$ cat config.mk
export PLATFORM = sky130hd
export DESIGN_NAME = smp_master
export DESIGN_NICKNAME = d
export VERILOG_FILES = /design/src/include/smp_pkg.sv /design/src/smp_fifo.sv /design/src/smp_master.sv
export VERILOG_INCLUDE_DIRS = /design/src /design/src/include
export SDC_FILE = /design/constraint.sdc
export NUM_CORES = 2
export LEC_CHECK = 0
export BUFFER_PORTS_ARGS = -buffer_cell sky130_fd_sc_hd__buf_2
export CELL_PAD_IN_SITES_DETAIL_PLACEMENT = 1
export CELL_PAD_IN_SITES_GLOBAL_PLACEMENT = 2
export CORE_MARGIN = 2
export CORE_UTILIZATION = 52
export CTS_BUF_LIST = sky130_fd_sc_hd__clkbuf_8
export CTS_CLUSTER_DIAMETER = 60
export DETAILED_ROUTE_END_ITERATION = 8
export HOLD_SLACK_MARGIN = 0.05
export PLACE_DENSITY_LB_ADDON = 0.1
export SETUP_SLACK_MARGIN = 0.02
export SYNTH_ARGS = -nofsm -noshare
export SYNTH_HDL_FRONTEND = slang
export SYNTH_SLANG_ARGS = --single-unit
$ cat constraint.sdc
create_clock -name sys_clk -period 6.6 [get_ports sys_clk]
set_input_delay 1.32 -clock sys_clk [delete_from_list [all_inputs] [get_ports sys_clk]]
set_output_delay 1.32 -clock sys_clk [all_outputs]
set_load 0.01 [all_outputs]
$ cat src/include/smp_consts.svh
// Constants for the synchronous serial master port
`ifndef SMP_CONSTS_SVH
`define SMP_CONSTS_SVH
`define SMP_WORD_W 32
`define SMP_FIFO_DEPTH 32
`define SMP_PTR_W 5
`define SMP_LVL_W 6
`define SMP_FRAME_MIN_M1 5'h03
`define SMP_BURST_MAX 4'h8
`define SMP_WATER 6'h10
`define SMP_INT_TXLOW 0
`define SMP_INT_RXHIGH 1
`define SMP_INT_OVERRUN 2
`define SMP_INT_W 3
`endif

$ cat src/include/smp_pkg.sv
// Types shared by the synchronous serial master port
package smp_pkg;
  typedef enum logic [1:0] {
    SMP_IDLE,
    SMP_SHIFT,
    SMP_STORE,
    SMP_GAP
  } smp_state_e;
endpackage : smp_pkg

$ cat src/smp_fifo.sv
// Show-ahead word buffer with registered flags and head word
`timescale 1ns/1ps
`include "smp_consts.svh"
module smp_fifo (
  input wire logic sys_clk,
  input wire logic rst_n,
  input wire logic clkEn,
  input wire logic [`SMP_WORD_W-1:0] wrData,
  input wire logic wrValid,
  output logic wrReady,
  output logic [`SMP_WORD_W-1:0] rdData,
  output logic rdValid,
  input wire logic rdReady,
  output logic [`SMP_LVL_W-1:0] level
);
  logic [`SMP_WORD_W-1:0] memArr [0:`SMP_FIFO_DEPTH-1];
  logic [`SMP_PTR_W-1:0] wrPtr_reg;
  logic [`SMP_PTR_W-1:0] rdPtr_reg;
  logic [`SMP_PTR_W-1:0] rdPtr_next;
  logic [`SMP_LVL_W-1:0] count_reg;
  logic [`SMP_LVL_W-1:0] count_next;
  logic [`SMP_LVL_W-1:0] kept;
  logic [`SMP_WORD_W-1:0] head_next;
  logic doWr;
  logic doRd;

  assign doWr = wrValid & wrReady;
  assign doRd = rdReady & rdValid;

  always_comb begin
    rdPtr_next = doRd ? rdPtr_reg + 5'h01 : rdPtr_reg;
    kept = doRd ? count_reg - 6'h01 : count_reg;
    count_next = doWr ? kept + 6'h01 : kept;
    // An empty buffer passes the incoming word straight to the head
    if (kept == 6'h00) begin
      head_next = doWr ? wrData : 32'h0000_0000;
    end else begin
      head_next = memArr[rdPtr_next];
    end
  end

  always_ff @(posedge sys_clk) begin
    if (clkEn && doWr) begin
      memArr[wrPtr_reg] <= wrData; // [RULE_06]
    end
  end

  always_ff @(posedge sys_clk) begin
    if (!rst_n) begin
      wrPtr_reg <= 5'h00;
      rdPtr_reg <= 5'h00;
      count_reg <= 6'h00;
      wrReady <= 1'b1;
      rdValid <= 1'b0;
      rdData <= 32'h0000_0000;
    end else if (clkEn) begin
      if (doWr) begin
        wrPtr_reg <= wrPtr_reg + 5'h01;
      end
      rdPtr_reg <= rdPtr_next;
      count_reg <= count_next;
      wrReady <= count_next != 6'h20; // [RULE_04]
      rdValid <= count_next != 6'h00;
      rdData <= head_next;
    end
  end

  assign level = count_reg;
endmodule : smp_fifo

$ cat src/smp_master.sv
// Synchronous serial master port: word buffers, clock generation and shift engine
`timescale 1ns/1ps
`include "smp_consts.svh"
// How it works
// [RULE_01] The port is always the master, making the serial clock and starting every frame itself.
// [RULE_02] Bits from the serial input are collected into a word that is pushed into the receive buffer.
// [RULE_03] Words from the transmit buffer are sent bit by bit, most significant first, on the serial output.
// [RULE_04] Transmit and receive each have their own buffer of 32 words of 32 bits.
// [RULE_05] Burst request flags tell the processor or DMA when a burst of one to eight words can move.
// [RULE_06] One 32-bit word on the system side always takes exactly one buffer entry.
// [RULE_07] The serial clock comes from the system clock through a prescaler and then a rate divider.
// [RULE_08] One interrupt output is high while any unmasked internal event is active.
// [RULE_09] Frame length is programmable from 4 to 32 bits.
// [RULE_10] Clock idle level and sampling phase are selectable and the slave must use the same setting.
// [RULE_11] Short frames use the low bits of a transmit word and return right-justified words with zeros above.
// [RULE_12] With the transmit buffer empty and no frame running, the clock stops at its idle level.
module smp_master
  import smp_pkg::*;
(
  input wire logic sys_clk,
  input wire logic rst_n,
  input wire logic clkEn,
  input wire logic portEnable,
  input wire logic [4:0] frameBitsM1,
  input wire logic clkPolarity,
  input wire logic clkPhase,
  input wire logic [7:0] prescaleDiv,
  input wire logic [7:0] bitRateDiv,
  input wire logic [3:0] burstLen,
  input wire logic [`SMP_INT_W-1:0] intMask,
  input wire logic overrunClear,
  input wire logic [`SMP_WORD_W-1:0] txWrData,
  input wire logic txWrValid,
  output logic txWrReady,
  output logic [`SMP_WORD_W-1:0] rxRdData,
  output logic rxRdValid,
  input wire logic rxRdReady,
  output logic [`SMP_LVL_W-1:0] txLevel,
  output logic [`SMP_LVL_W-1:0] rxLevel,
  output logic txBurstReq,
  output logic rxBurstReq,
  output logic [`SMP_INT_W-1:0] intRaw,
  output logic intOut,
  output logic busy,
  output logic serialOutputClock,
  output logic serialDataOut,
  output logic frameSelect_n,
  input wire logic serialDataInPin
);
  smp_state_e state_reg;
  logic [`SMP_WORD_W-1:0] txHead;
  logic txHeadValid;
  logic txPop;
  logic rxPush;
  logic rxSpace;
  logic [`SMP_WORD_W-1:0] txShift_reg;
  logic [`SMP_WORD_W-1:0] rxShift_reg;
  logic [4:0] bitsM1_reg;
  logic [5:0] edgeCnt_reg;
  logic [6:0] preCnt_reg;
  logic [7:0] rateCnt_reg;
  logic preTick;
  logic edgeTick;
  logic leadingEdge;
  logic lastEdge;
  logic overrun_reg;
  logic [`SMP_INT_W-1:0] events;
  logic [4:0] effBitsM1;
  logic [3:0] effBurst;
  logic [`SMP_WORD_W-1:0] startWord;

  // Frame lengths below the minimum are raised to it
  function automatic logic [4:0] clampBits(input logic [4:0] m1);
    clampBits = (m1 < `SMP_FRAME_MIN_M1) ? `SMP_FRAME_MIN_M1 : m1;
  endfunction : clampBits

  // Moves the frame's top bit to word bit 31 so shifting is always from the top
  function automatic logic [`SMP_WORD_W-1:0] alignTop(input logic [`SMP_WORD_W-1:0] w, input logic [4:0] m1);
    alignTop = w << (5'h1F - m1);
  endfunction : alignTop

  assign effBitsM1 = clampBits(frameBitsM1); // [RULE_09]
  assign effBurst = (burstLen == 4'h0) ? 4'h1 : ((burstLen > `SMP_BURST_MAX) ? `SMP_BURST_MAX : burstLen);
  assign startWord = alignTop(txHead, effBitsM1); // [RULE_11]

  smp_fifo txFifo (
    .sys_clk(sys_clk),
    .rst_n(rst_n),
    .clkEn(clkEn),
    .wrData(txWrData),
    .wrValid(txWrValid),
    .wrReady(txWrReady),
    .rdData(txHead),
    .rdValid(txHeadValid),
    .rdReady(txPop),
    .level(txLevel)
  );

  smp_fifo rxFifo (
    .sys_clk(sys_clk),
    .rst_n(rst_n),
    .clkEn(clkEn),
    .wrData(rxShift_reg),
    .wrValid(rxPush),
    .wrReady(rxSpace),
    .rdData(rxRdData),
    .rdValid(rxRdValid),
    .rdReady(rxRdReady),
    .level(rxLevel)
  );

  // A new frame only starts when a word is waiting, so the clock stays parked otherwise
  assign txPop = (state_reg == SMP_IDLE) && portEnable && txHeadValid; // [RULE_03] [RULE_12]
  assign rxPush = (state_reg == SMP_STORE); // [RULE_02]

  // Prescaler runs at half the programmed value since every tick is one clock half
  assign preTick = (preCnt_reg >= prescaleDiv[7:1]) || (prescaleDiv[7:1] == 7'h00) ||
                   (preCnt_reg == prescaleDiv[7:1] - 7'h01);
  assign edgeTick = preTick && (rateCnt_reg == bitRateDiv); // [RULE_07]
  assign leadingEdge = !edgeCnt_reg[0];
  assign lastEdge = (edgeCnt_reg == {bitsM1_reg, 1'b1});

  always_ff @(posedge sys_clk) begin
    if (!rst_n) begin
      preCnt_reg <= 7'h00;
      rateCnt_reg <= 8'h00;
    end else if (clkEn) begin
      // Dividers rest in idle and store so every frame and every gap starts on a full half period
      if (state_reg != SMP_SHIFT && state_reg != SMP_GAP) begin
        preCnt_reg <= 7'h00;
        rateCnt_reg <= 8'h00;
      end else if (preTick) begin
        preCnt_reg <= 7'h00;
        rateCnt_reg <= (rateCnt_reg >= bitRateDiv) ? 8'h00 : rateCnt_reg + 8'h01; // [RULE_07]
      end else begin
        preCnt_reg <= preCnt_reg + 7'h01;
      end
    end
  end

  always_ff @(posedge sys_clk) begin
    if (!rst_n) begin
      state_reg <= SMP_IDLE;
      edgeCnt_reg <= 6'h00;
      bitsM1_reg <= 5'h1F;
    end else if (clkEn) begin
      case (state_reg)
        SMP_IDLE: begin
          edgeCnt_reg <= 6'h00;
          if (txPop) begin
            bitsM1_reg <= effBitsM1; // [RULE_09]
            state_reg <= SMP_SHIFT; // [RULE_01]
          end
        end
        SMP_SHIFT: begin
          if (edgeTick) begin
            edgeCnt_reg <= edgeCnt_reg + 6'h01;
            if (lastEdge) begin
              state_reg <= SMP_STORE;
            end
          end
        end
        SMP_STORE: begin
          state_reg <= SMP_GAP;
        end
        SMP_GAP: begin
          // Select stays released for one half period between frames
          if (edgeTick) begin
            state_reg <= SMP_IDLE;
          end
        end
        default: begin
          state_reg <= SMP_IDLE;
        end
      endcase
    end
  end

  always_ff @(posedge sys_clk) begin
    if (!rst_n) begin
      serialOutputClock <= 1'b0;
      frameSelect_n <= 1'b1;
    end else if (clkEn) begin
      if (state_reg == SMP_SHIFT) begin
        frameSelect_n <= 1'b0;
        if (edgeTick) begin
          serialOutputClock <= ~serialOutputClock; // [RULE_01]
        end
      end else begin
        serialOutputClock <= clkPolarity; // [RULE_10] [RULE_12]
        frameSelect_n <= !txPop;
      end
    end
  end

  always_ff @(posedge sys_clk) begin
    if (!rst_n) begin
      txShift_reg <= 32'h0000_0000;
      serialDataOut <= 1'b0;
    end else if (clkEn) begin
      if (txPop) begin
        // Phase 0 must present the first bit before the first clock edge
        if (!clkPhase) begin
          serialDataOut <= startWord[31];
          txShift_reg <= startWord << 1;
        end else begin
          txShift_reg <= startWord;
        end
      end else if (state_reg == SMP_SHIFT && edgeTick && (leadingEdge == clkPhase) && !lastEdge) begin
        serialDataOut <= txShift_reg[31]; // [RULE_03] [RULE_10]
        txShift_reg <= txShift_reg << 1;
      end
    end
  end

  always_ff @(posedge sys_clk) begin
    if (!rst_n) begin
      rxShift_reg <= 32'h0000_0000;
    end else if (clkEn) begin
      if (txPop) begin
        rxShift_reg <= 32'h0000_0000; // [RULE_11]
      end else if (state_reg == SMP_SHIFT && edgeTick && (leadingEdge != clkPhase)) begin
        rxShift_reg <= {rxShift_reg[30:0], serialDataInPin}; // [RULE_02] [RULE_10]
      end
    end
  end

  // A frame that finds the receive buffer full is dropped and flagged; a new one beats a clear
  always_ff @(posedge sys_clk) begin
    if (!rst_n) begin
      overrun_reg <= 1'b0;
    end else if (clkEn) begin
      if (rxPush && !rxSpace) begin
        overrun_reg <= 1'b1;
      end else if (overrunClear) begin
        overrun_reg <= 1'b0;
      end
    end
  end

  always_comb begin
    events = '0;
    events[`SMP_INT_TXLOW] = txLevel <= `SMP_WATER;
    events[`SMP_INT_RXHIGH] = rxLevel >= `SMP_WATER;
    events[`SMP_INT_OVERRUN] = overrun_reg;
  end

  always_ff @(posedge sys_clk) begin
    if (!rst_n) begin
      intRaw <= '0;
      intOut <= 1'b0;
      busy <= 1'b0;
    end else if (clkEn) begin
      intRaw <= events;
      intOut <= |(events & intMask); // [RULE_08]
      busy <= (state_reg != SMP_IDLE) || txPop;
    end
  end

  always_ff @(posedge sys_clk) begin
    if (!rst_n) begin
      txBurstReq <= 1'b0;
      rxBurstReq <= 1'b0;
    end else if (clkEn) begin
      txBurstReq <= ({2'b00, effBurst} + txLevel) <= 6'h20; // [RULE_05]
      rxBurstReq <= rxLevel >= {2'b00, effBurst}; // [RULE_05]
    end
  end
endmodule : smp_master
==> reports/qor.yml <==
sta:
  setup_tns_ps: 0
  finalSetupViolCount: 0
  fin_crit_sh_pct: 70.3
  period_needed_ps: 4640
  finalClockSkew_ps: 111
  hold_viol_final: 0
  tightest_slew_ps: 1300
  max_freq_mhz: 216
  rsz0062_at_grt: "no"
  maxSlewViolCount: 0
  slew_headroom_pct: 13.1
placement:
  gp_congestion: 0.840
  placed_cells: 8208
  dpl.hpwl_um: 152000
  port_buffers: 124
detailed_routing:
  dr.pass1.iters: 5
  wl_per_cell_um: 29.9
  wirelength_um: 266000
  drtIter0Drc: 5563
  via_count: 55900
  ant_nets: 0
  drc: 0
  via_per_inst: 6.30
cts:
  ctsHoldBuffers: 0
  cts_tree: "built"
  clock_latency_ps: 1100
  cts_setup_buffers: 0
  root_buffer: "clkbuf_8"
  ctsLongestPathBuffers: 4
  clock_tree.htree_level_count: 5
  cts_made_buffers: 374
  clk_pin_slew_ps: 60
  cts_sinks: 2251
  cts-resized-gates: 0
final_layout:
  final_cells: 8874
  finish.utilization_pct: 58.6
  drive_gt1_share_pct: 18.0
  areaGrowthSynthToFinish_pct: 12.0
  reg.largest.list: "rxFifo.memArr (1024), txFifo.memArr (1024)"
  fin_nets: 6380
floorplanning:
  start_util_pct: 52.4
  dieArea_mm2: 0.178
  die_height_um: 422
  std_cell_rows: 153
  ios: 126
  fp.dieW_um: 422
  design.core.area_mm2: 0.174
status:
  status: "complete, no violations"
yosys:
  synth_seq_cells: 2251
  synth_area_leaders: "edfxtp_1 68%, mux4_2 7.2%, dfxtp_1 4.5%, nand2_1 4.4%, a31oi_1 1.4%"
  avgSynthCellArea_um2: 15.2
  ys_seq_area_share_pct: 72.0
  synth_common_cells: "2048 x edfxtp_1, 1069 x nand2_1, 292 x mux4_2"
  yosysWarnings: 0
  synth_top_area_cell: "edfxtp_1"
  ys_types: 89
  yosysMostFrequentCell: "edfxtp_1"
  syn-cell-area_mm2: 0.0910
  synth_edf_count: 2048
  ys_async_sr_fraction_pct: 0
  yosysTopAreaCellShare_pct: 67.6
  syn_nets: 6123
  synthFlopType: "edfxtp_1"
  syn_inst: 6002
pwr:
  power_density_mw_per_mm2: 286
  ir_worst_vdd_mv: 0.239
  p_leak_nw: 35.1
flow_run:
  max_cap_viol_count: 0
worst_setup_path:
  worstPathMaxFanout: 19
  worstSetupPathType: "flip-flop to flip-flop"
  crit_path_end_kind: "flip-flop"
  cp.arrival_ps: 5360
  worst_setup_path_start_kind: "flip-flop"
  cp_data_required_time_ps: 7320
global_route:
  grt_max_degree: 122
  antenna_found_initial: 6
  grt_pass1_vias: 58800
  grt_pass1_wl_um: 392000
  overflow: 0
  grtUsageTotal_pct: 29.7
min_path:
  hold_path.class: "flip-flop to flip-flop"
-- path summary, 6_finish.rpt --
path,from,to,slack (ps),cells past startpoint
max reg2reg,state_reg[0]$_SDFFE_PN0P_,rxFifo.memArr[20][13]$_DFFE_PP_,1960,7
max,state_reg[0]$_SDFFE_PN0P_,rxFifo.memArr[20][13]$_DFFE_PP_,1960,7
min reg2reg,txShift_reg[8]$_SDFFE_PN0P_,txShift_reg[9]$_SDFFE_PN0P_,460,2
min,txShift_reg[8]$_SDFFE_PN0P_,txShift_reg[9]$_SDFFE_PN0P_,460,2
-- critical path, stage by stage, from the launching register on --
cell and delay, ps:
dfxtp_1 340, inv_1 110, ha_1 380, nand2_1 360
nor2_1 810, nand2_1 760, nor2_4 1050, buf_4 440
-- cell type report --
| cell class | instances | area [um2] |
|---|---|---|
| multi-input cells | 3282 | 24200 |
| well taps | 2325 | 2910 |
| repair buffers | 296 | 2270 |
| fillers | 16200 | 71900 |
| inverters | 54 | 203 |
| clock buffers | 414 | 5700 |
| diodes | 3 | 7.51 |
| clock inverters | 249 | 1070 |
| flip-flops and latches | 2251 | 65600 |
-- per-layer routing --
| metal | share of wire [%] | vias to the layer above | global-route usage (%) |
|---|---|---|---|
| met3 | 6.0 | 525 | 4.52 |
| li1 | - | 24000 | - |
| met4 | 3.7 | 2 | 11.3 |
| met2 | 50 | 2028 | 50.0 |
| met1 | 40 | 29400 | 39.1 |
| met5 | 0.0041 | - | 0 |
-- placed cells by master (no fill, tap or decap), types with 69 or more instances in the layout --
cell type  count
clkinv_1      69
a211oi_1     150
nand2_1     1066
buf_2        122
inv_1        200
and3_1       132
nor2_1       116
nor2_4        70
o21ai_0       95
dfxtp_1      203
clkbuf_8     414
a21oi_1      145
edfxtp_1    2048
nand3_1      229
a31oi_1      205
mux4_2       292
buf_4        146
a32oi_1       70
-- logic make-up after synthesis --
group / count (synthesis) / synth area share, %
flip-flops: 2251 / 72.0
AND/OR/NAND/NOR: 1774 / 8.46
AO/OA/AOI/OAI: 1042 / 8.10
buffers and inverters: 469 / 2.16
multiplexers: 346 / 7.84
XOR/XNOR: 69 / 0.681
adder cells (fa/ha/maj): 51 / 0.709
-- where the power goes --
part	total, W	leakage (nW)	internal [W]	switching [W]
clock network	0.0113	4.03	0.00583	0.00551
logic	0.00214	9.71	0.000767	0.00138
registers	0.0157	21.4	0.0155	0.000148
-- per-stage QoR --
| step | hold slack, ps | setup slack, ps | power, W | cell area, um2 |
|---|---|---|---|---|
| floorplan | 431 | 2300 | 0.0173 | 91000 |
| global placement | 440 | 1790 | 0.0181 | 95100 |
| detailed placement | 461 | 1690 | 0.0181 | 95100 |
| CTS | 439 | 1950 | 0.0293 | 102000 |
| global route | 485 | 1800 | 0.0301 | 102000 |
| finish | 465 | 1960 | 0.0292 | 102000 |
Note: power is estimated with default switching activity, not from simulation.
